### config.mk
export PLATFORM = sky130hd
export DESIGN_NAME = mtc_tx_coding
export DESIGN_NICKNAME = d
export VERILOG_FILES = /design/src/rtl/mtc_pkg.sv /design/src/rtl/mtc_tx_coding.sv /design/src/rtl/mtc_code_rom.sv
export SDC_FILE = /design/constraint.sdc
export NUM_CORES = 1
export LEC_CHECK = 0
export BUFFER_PORTS_ARGS = -buffer_cell sky130_fd_sc_hd__buf_2
export CAP_MARGIN = 10
export CORE_MARGIN = 3
export CORE_UTILIZATION = 29
export CTS_BUF_LIST = sky130_fd_sc_hd__clkbuf_8 sky130_fd_sc_hd__clkbuf_16
export CTS_CLUSTER_SIZE = 10
export DETAILED_ROUTE_END_ITERATION = 10
export GPL_ROUTABILITY_DRIVEN = 0
export GPL_TIMING_DRIVEN = 0
export PLACE_DENSITY_LB_ADDON = 0.25
export SLEW_MARGIN = 20
export SYNTH_ARGS = -nofsm -noshare
export SYNTH_HDL_FRONTEND = slang
export SYNTH_SLANG_ARGS = --single-unit
### constraint.sdc
create_clock -name mclk -period 1.5 [get_ports mclk]
set_input_delay 0.075 -clock mclk [delete_from_list [all_inputs] [get_ports mclk]]
set_output_delay 0.075 -clock mclk [all_outputs]
set_load 0.02 [all_outputs]
### src/rtl/mtc_pkg.sv
package mtc_pkg;

  // ==========================================================================
  // timing
  localparam int MCLK_PERIOD_NS = 5;
  localparam int TXCLK_PERIOD_NS = 40;
  localparam int NIB_CYCLES = TXCLK_PERIOD_NS / MCLK_PERIOD_NS;
  localparam int DIV_W = 3;
  localparam logic [DIV_W-1:0] DIV_LAST = DIV_W'(NIB_CYCLES - 1);
  localparam logic [DIV_W-1:0] DIV_HALF = DIV_W'(NIB_CYCLES / 2);
  localparam logic [DIV_W-1:0] LOAD_DIV = 3'h0;
  localparam logic [DIV_W-1:0] SAMPLE_DIV = 3'h6;
  localparam logic [DIV_W-1:0] RX_UPD_DIV = 3'h4;
  // five symbol bits per nibble period: 125 Msym/s from 200 MHz
  localparam logic [7:0] TICK_MASK = 8'hDA;

  // ==========================================================================
  // code groups
  localparam int NIB_W = 4;
  localparam int SYM_W = 5;
  localparam logic [SYM_W-1:0] CODE_J = 5'h18;
  localparam logic [SYM_W-1:0] CODE_K = 5'h11;
  localparam logic [SYM_W-1:0] CODE_T = 5'h0D;
  localparam logic [SYM_W-1:0] CODE_R = 5'h07;
  localparam logic [SYM_W-1:0] CODE_I = 5'h1F;
  localparam logic [SYM_W-1:0] CODE_H = 5'h04;

  // ==========================================================================
  // scrambler
  localparam int LFSR_W = 11;
  localparam int LFSR_TAP_A = 10;
  localparam int LFSR_TAP_B = 8;
  localparam logic [LFSR_W-1:0] LFSR_SEED = 11'h7FF;

  // ==========================================================================
  // input sync vector layout
  localparam int IN_W = 8;
  localparam int IN_TXD_LSB = 0;
  localparam int IN_EN = 4;
  localparam int IN_ER = 5;
  localparam int IN_FDX = 6;
  localparam int IN_BYP = 7;

  typedef enum logic [1:0] {
    MTC_ST_IDLE,
    MTC_ST_K,
    MTC_ST_DATA,
    MTC_ST_R
  } mtc_enc_st_t;

endpackage : mtc_pkg

### src/rtl/mtc_tx_coding.sv
module mtc_tx_coding (
  input wire logic mclk,
  input wire logic rst_b,
  input wire logic [3:0] txd,
  input wire logic tx_en,
  input wire logic tx_er,
  input wire logic full_duplex,
  input wire logic block_code_bypass_select,
  input wire logic [3:0] rx_data_in,
  input wire logic rx_valid_in,
  input wire logic rx_error_in,
  input wire logic rx_carrier_in,
  output logic tx_clk,
  output logic rx_clk,
  output logic [3:0] rxd,
  output logic rx_dv,
  output logic rx_er,
  output logic crs,
  output logic col,
  output logic tx_serial,
  output logic tx_nrzi,
  output logic mlt_pos,
  output logic mlt_neg
);

  // ==========================================================================
  // input synchronisers
  logic [mtc_pkg::IN_W-1:0] s1_reg, s2_reg, s3_reg, flt_reg;
  logic [mtc_pkg::IN_W-1:0] flt_next;

  always_comb begin
    for (int i = 0; i < mtc_pkg::IN_W; i++) begin
      flt_next[i] = (s2_reg[i] == s3_reg[i]) ? s3_reg[i] : flt_reg[i];
    end
  end

  always_ff @(posedge mclk) begin
    if (!rst_b) begin
      s1_reg <= '0;
      s2_reg <= '0;
      s3_reg <= '0;
      flt_reg <= '0;
    end else begin
      s1_reg <= {block_code_bypass_select, full_duplex, tx_er, tx_en, txd};
      s2_reg <= s1_reg;
      s3_reg <= s2_reg;
      flt_reg <= flt_next;
    end
  end

  logic fdx_s, byp_s;
  assign fdx_s = flt_reg[mtc_pkg::IN_FDX];
  assign byp_s = flt_reg[mtc_pkg::IN_BYP];

  // ==========================================================================
  // nibble clock divider and symbol ticks
  logic [mtc_pkg::DIV_W-1:0] div_reg, div_next;
  logic clk_out_reg, clk_out_next;
  logic tick;

  always_comb begin
    div_next = (div_reg == mtc_pkg::DIV_LAST) ? '0 : div_reg + 1'b1;
    clk_out_next = (div_next < mtc_pkg::DIV_HALF);
  end

  always_ff @(posedge mclk) begin
    if (!rst_b) begin
      div_reg <= mtc_pkg::DIV_LAST;
      clk_out_reg <= 1'b0;
    end else begin
      div_reg <= div_next;
      clk_out_reg <= clk_out_next;
    end
  end

  // uneven spacing: symbol edges jitter by one mclk, average rate is exact
  assign tick = mtc_pkg::TICK_MASK[div_reg];

  // ==========================================================================
  // nibble capture and 4B5B encoder
  logic [3:0] nib_reg, nib_next;
  logic en_reg, en_next, er_reg, er_next;
  logic [mtc_pkg::SYM_W-1:0] rom_data;
  mtc_pkg::mtc_enc_st_t st_reg, st_next;
  logic [mtc_pkg::SYM_W-1:0] group;
  logic load;

  // late-period sampling (div 6 of 8) leaves room for MAC output delay plus sync latency
  always_comb begin
    nib_next = nib_reg;
    en_next = en_reg;
    er_next = er_reg;
    if (div_reg == mtc_pkg::SAMPLE_DIV) begin
      nib_next = flt_reg[mtc_pkg::IN_TXD_LSB +: 4];
      en_next = flt_reg[mtc_pkg::IN_EN];
      er_next = flt_reg[mtc_pkg::IN_ER];
    end
  end

  mtc_code_rom u_rom (
    .mclk(mclk),
    .rst_b(rst_b),
    .addr(nib_reg),
    .data(rom_data)
  );

  assign load = (div_reg == mtc_pkg::LOAD_DIV);

  always_comb begin
    st_next = st_reg;
    group = mtc_pkg::CODE_I;
    if (byp_s) begin
      group = {er_reg, nib_reg};
      st_next = mtc_pkg::MTC_ST_IDLE;
    end else begin
      case (st_reg)
        mtc_pkg::MTC_ST_IDLE: begin
          if (en_reg) begin
            group = mtc_pkg::CODE_J;
            st_next = mtc_pkg::MTC_ST_K;
          end else begin
            group = mtc_pkg::CODE_I;
          end
        end
        mtc_pkg::MTC_ST_K: begin
          if (en_reg) begin
            group = mtc_pkg::CODE_K;
            st_next = mtc_pkg::MTC_ST_DATA;
          end else begin
            group = mtc_pkg::CODE_T;
            st_next = mtc_pkg::MTC_ST_R;
          end
        end
        mtc_pkg::MTC_ST_DATA: begin
          if (en_reg) begin
            group = er_reg ? mtc_pkg::CODE_H : rom_data;
          end else begin
            group = mtc_pkg::CODE_T;
            st_next = mtc_pkg::MTC_ST_R;
          end
        end
        mtc_pkg::MTC_ST_R: begin
          group = mtc_pkg::CODE_R;
          st_next = mtc_pkg::MTC_ST_IDLE;
        end
        default: begin
          st_next = mtc_pkg::MTC_ST_IDLE;
        end
      endcase
    end
    if (!load) begin
      st_next = st_reg;
    end
  end

  always_ff @(posedge mclk) begin
    if (!rst_b) begin
      nib_reg <= '0;
      en_reg <= 1'b0;
      er_reg <= 1'b0;
      st_reg <= mtc_pkg::MTC_ST_IDLE;
    end else begin
      nib_reg <= nib_next;
      en_reg <= en_next;
      er_reg <= er_next;
      st_reg <= st_next;
    end
  end

  // ==========================================================================
  // scrambler, serializer, NRZI, MLT-3
  logic [mtc_pkg::SYM_W-1:0] sh_reg, sh_next;
  logic [mtc_pkg::LFSR_W-1:0] lfsr_reg, lfsr_next;
  logic key, scr_bit;
  logic ser_reg, ser_next, nrzi_reg, nrzi_next;
  logic [1:0] mlt_reg, mlt_next;
  logic pos_reg, pos_next, neg_reg, neg_next;

  assign key = lfsr_reg[mtc_pkg::LFSR_TAP_A] ^ lfsr_reg[mtc_pkg::LFSR_TAP_B];
  assign scr_bit = sh_reg[mtc_pkg::SYM_W-1] ^ key;

  always_comb begin
    sh_next = sh_reg;
    lfsr_next = lfsr_reg;
    ser_next = ser_reg;
    nrzi_next = nrzi_reg;
    mlt_next = mlt_reg;
    if (load) begin
      sh_next = group; // no tick at load, so no bit is lost
    end else if (tick) begin
      sh_next = {sh_reg[mtc_pkg::SYM_W-2:0], 1'b0};
      lfsr_next = {lfsr_reg[mtc_pkg::LFSR_W-2:0], key};
      ser_next = scr_bit;
      if (scr_bit) begin
        nrzi_next = ~nrzi_reg;
        mlt_next = mlt_reg + 2'h1;
      end
    end
    // states 0:zero 1:plus 2:zero 3:minus
    pos_next = (mlt_next == 2'h1);
    neg_next = (mlt_next == 2'h3);
  end

  always_ff @(posedge mclk) begin
    if (!rst_b) begin
      sh_reg <= mtc_pkg::CODE_I;
      lfsr_reg <= mtc_pkg::LFSR_SEED;
      ser_reg <= 1'b0;
      nrzi_reg <= 1'b0;
      mlt_reg <= 2'h0;
      pos_reg <= 1'b0;
      neg_reg <= 1'b0;
    end else begin
      sh_reg <= sh_next;
      lfsr_reg <= lfsr_next;
      ser_reg <= ser_next;
      nrzi_reg <= nrzi_next;
      mlt_reg <= mlt_next;
      pos_reg <= pos_next;
      neg_reg <= neg_next;
    end
  end

  // ==========================================================================
  // receive side of the MII, carrier and collision
  logic [3:0] rxd_reg, rxd_next;
  logic dv_reg, dv_next, rer_reg, rer_next, crs_reg, crs_next, col_reg, col_next;
  logic tx_busy;

  assign tx_busy = byp_s ? en_reg : (st_reg != mtc_pkg::MTC_ST_IDLE);

  // updated one mclk after the falling receive clock edge so the MAC sees stable data
  always_comb begin
    rxd_next = rxd_reg;
    dv_next = dv_reg;
    rer_next = rer_reg;
    if (div_reg == mtc_pkg::RX_UPD_DIV) begin
      dv_next = rx_valid_in;
      rxd_next = rx_valid_in ? rx_data_in : 4'h0;
      rer_next = rx_valid_in & rx_error_in;
    end
    crs_next = rx_carrier_in | (~fdx_s & tx_busy);
    col_next = ~fdx_s & tx_busy & rx_carrier_in;
  end

  always_ff @(posedge mclk) begin
    if (!rst_b) begin
      rxd_reg <= 4'h0;
      dv_reg <= 1'b0;
      rer_reg <= 1'b0;
      crs_reg <= 1'b0;
      col_reg <= 1'b0;
    end else begin
      rxd_reg <= rxd_next;
      dv_reg <= dv_next;
      rer_reg <= rer_next;
      crs_reg <= crs_next;
      col_reg <= col_next;
    end
  end

  assign tx_clk = clk_out_reg;
  assign rx_clk = clk_out_reg;
  assign rxd = rxd_reg;
  assign rx_dv = dv_reg;
  assign rx_er = rer_reg;
  assign crs = crs_reg;
  assign col = col_reg;
  assign tx_serial = ser_reg;
  assign tx_nrzi = nrzi_reg;
  assign mlt_pos = pos_reg;
  assign mlt_neg = neg_reg;
endmodule : mtc_tx_coding

### src/rtl/mtc_code_rom.sv
module mtc_code_rom (
  input wire logic mclk,
  input wire logic rst_b,
  input wire logic [mtc_pkg::NIB_W-1:0] addr,
  output logic [mtc_pkg::SYM_W-1:0] data
);

  logic [mtc_pkg::SYM_W-1:0] data_reg;
  logic [mtc_pkg::SYM_W-1:0] data_next;

  function automatic logic [mtc_pkg::SYM_W-1:0] code_of(input logic [mtc_pkg::NIB_W-1:0] n);
    case (n)
      4'h0: code_of = 5'h1E;
      4'h1: code_of = 5'h09;
      4'h2: code_of = 5'h14;
      4'h3: code_of = 5'h15;
      4'h4: code_of = 5'h0A;
      4'h5: code_of = 5'h0B;
      4'h6: code_of = 5'h0E;
      4'h7: code_of = 5'h0F;
      4'h8: code_of = 5'h12;
      4'h9: code_of = 5'h13;
      4'hA: code_of = 5'h16;
      4'hB: code_of = 5'h17;
      4'hC: code_of = 5'h1A;
      4'hD: code_of = 5'h1B;
      4'hE: code_of = 5'h1C;
      default: code_of = 5'h1D;
    endcase
  endfunction : code_of

  always_comb begin
    data_next = code_of(addr);
  end

  always_ff @(posedge mclk) begin
    if (!rst_b) begin
      data_reg <= mtc_pkg::CODE_I;
    end else begin
      data_reg <= data_next;
    end
  end

  assign data = data_reg;

endmodule : mtc_code_rom

==> impl_metrics.env <==
export IMPL_regArea_um2=1610
export IMPL_final_cell_mix="75 x dfxtp_1, 56 x nand2_1, 31 x buf_2"
export IMPL_power_frac_seq_pct=49.8
export IMPL_portBuffers=29
export IMPL_cts_buffers=9
export IMPL_regToRegStartpoint="st_reg[0]"
export IMPL_arrival_ps=1620
export IMPL_start_util_pct=30.3
export IMPL_grt_pass1_vias=2103
export IMPL_synthToLayoutAreaGrowth_pct=22.8
export IMPL_post_route_period_util_pct=95.5
export IMPL_period_needed_ps=1430
export IMPL_num_antenna_cells=0
export IMPL_peakVddDrop_uv=618
export IMPL_max_freq_ghz=0.698
export IMPL_route_detailed_drc=0
export IMPL_antenna_found_initial=0
export IMPL_ys_ff_latch=80
export IMPL_cp_required_ps=1690
export IMPL_clk_latency_ps=350
export IMPL_largest_register_ffs=11
export IMPL_fin_setup_tns_ps=0
export IMPL_ys_types=41
export IMPL_drive_above_1_share_pct=17.8
export IMPL_critPathMaxFanout=5
export IMPL_finalHoldViolCount=0
export IMPL_postPlaceCellArea_um2=3320
export IMPL_grt_pass1_wl_um=10000
export IMPL_crit_start="st_reg[0]"
export IMPL_crit_type="reg2reg"
export IMPL_synth_edf_count=0
export IMPL_dp_hpwl_um=4180
export IMPL_drv_cap=0
export IMPL_min_path_type="in2reg"
export IMPL_wl_um=6120
export IMPL_cts_sinks=80
export IMPL_grt_max_degree=13
export IMPL_hold_slack_ps=28.9
export IMPL_syn_cell_area_um2=3010
export IMPL_globalRouteTotalUtil_pct=11.2
export IMPL_dp_slack_ps=-194
export IMPL_p_per_area_nw_per_um2=1350
export IMPL_design_area_um2=3700
export IMPL_min_from="rst_b"
export IMPL_switchingPower_mw=1.36
export IMPL_die_width_um=108
export IMPL_die_area_um2=11600
export IMPL_outcome="finished clean"
export IMPL_synth_top_cell_by_area="dfxtp_1"
export IMPL_yosysSeqAreaShare_pct=53.2
export IMPL_die_h_um=108
export IMPL_num_vias=2267
export IMPL_start_kind="register"
export IMPL_p_leak_nw=1.49
export IMPL_core_um2=9950
export IMPL_syn_area_per_cell_um2=9.39
export IMPL_multi_input_area_um2=1330
export IMPL_nFillCells=1021
export IMPL_synthArstFlopShare_pct=0
export IMPL_cts_reportedPaths_clkPinSlew_ps=80
export IMPL_ant_nets=0
export IMPL_clkPwrFrac_pct=30.2
export IMPL_netlist_top_cells_area="dfxtp_1 53%, nand2_1 7.1%, and2_1 6.0%, a21boi_0 5.0%, nand3_1 4.3%"
export IMPL_worst_pin_slew_ps=619
export IMPL_maxSlewViolCount=0
export IMPL_cts_setup_buffers=0
export IMPL_ys_warn_count=0
export IMPL_syn_inst=321
export IMPL_cp_end_kind="register"
export IMPL_tritoncts="built"
export IMPL_routedWlPerCell_um=12.0
export IMPL_gr_total_overflow=0
export IMPL_synth_top_area_share_pct=53.2
export IMPL_nets=398
export IMPL_pin_count=31
export IMPL_cts_buffer_depth=2
export IMPL_final_common_cell="dfxtp_1"
export IMPL_worst_slack_ps=67.6
export IMPL_relSlewSlack_pct=58.7
export IMPL_fin_skew_ps=7.26
export IMPL_htreeDepth=3
export IMPL_power_frac_comb_pct=20.0
export IMPL_setup_viol=0
export IMPL_switching_share_pct=27.2
export IMPL_syn_num_nets=346
export IMPL_ys_dominant_reg_cell="dfxtp_1"
export IMPL_rsz0062_at_grt="true"
export IMPL_viasPerCell=4.45
export IMPL_drt_iter0_drc=70
export IMPL_placement_rows=36
export IMPL_cts_root_buf="clkbuf_8"
export IMPL_power_internal_mw=3.64
export IMPL_firstDrtPassIters=4
==> final timing paths <==
path / depth (start not counted) / slack [ps] / endpoint
worst max-delay path: 6 / 70 / sh_reg[3]
worst min-delay path: 3 / 30 / mlt_reg[0]
worst max register to register: 6 / 70 / sh_reg[3]
worst min register to register: 1 / 430 / s2_reg[1]
==> area by class of cell <==
class / instances / share of cell area (%)
sequential: 80 / 43.5
multi-input combinational: 215 / 36.1
timing repair buffer: 42 / 7.44
tap: 133 / 4.50
clock buffer: 10 / 3.72
buffer: 17 / 2.67
clock inverter: 5 / 1.35
inverter: 8 / 0.812
==> cell usage after synthesis (3+ instances only) <==
master / count
a21oi_1: 5
o211ai_1: 4
dfxtp_1: 80
o21ai_0: 17
nand2_1: 57
nand3_1: 26
nor2_1: 7
nor2b_1: 4
nand2b_1: 6
ha_1: 8
xnor2_1: 3
clkbuf_1: 14
o221ai_1: 3
mux2i_1: 4
and2_1: 29
nand3b_1: 3
inv_1: 8
a21boi_0: 20
==> repair_timing <==
| action | in CTS | in global routing |
|---|---|---|
| resized for setup | 13 | 13 |
| pin swaps | 0 | 3 |
| setup endpoints to repair | 17 | 18 |
| hold buffers | 13 | 0 |
| endpoints found under the hold margin | 14 | 0 |
==> cells by family after synthesis <==
kind of cell | synth area share, %
and+or+nand+nor | 23.2
xor gates and xnor gates | 1.99
DFF | 53.2
muxes | 1.79
buffers and inverters | 3.99
adders and majority gates | 3.32
AOI/OAI and AO/OA | 12.6
==> through the flow <==
step	cells	power (mW)	util, %
after global placement	483	3.45	33.4
final	510	5.01	37.2
after global routing	510	5.32	37.2
after detailed placement	483	3.48	33.4
after CTS	510	5.06	36.9
after floorplan	321	3.24	-
==> worst max-delay path, cell delays in order, from the launching register on <==
cell and delay, ps:
dfxtp_2 360, inv_1 70, ha_2 210, nor2_1 140, a21oi_1 130, a221oi_2 250, o21ai_0 120
==> power groups by stage <==
stage	sequential (mW)	combinational [mW]	clock (mW)
floorplan	2.58	0.655	0
global placement	2.53	0.923	0
detailed placement	2.54	0.937	0
CTS	2.49	0.992	1.58
global route	2.53	1.13	1.66
finish	2.49	1.00	1.51
==> metal layers <==
metal  vias up  global-route usage, %  part of all wire, %  wire, µm
li1       1175                      -                    -         -
met1      1054                   14.0                   48      2920
met2        27                   17.9                   47      2880
met3        11                   3.48                  3.6       220
met4         0                   4.60                  1.8       110
met5         -                      0                    0         0
No activity file was read; power rests on OpenSTA's default activity.
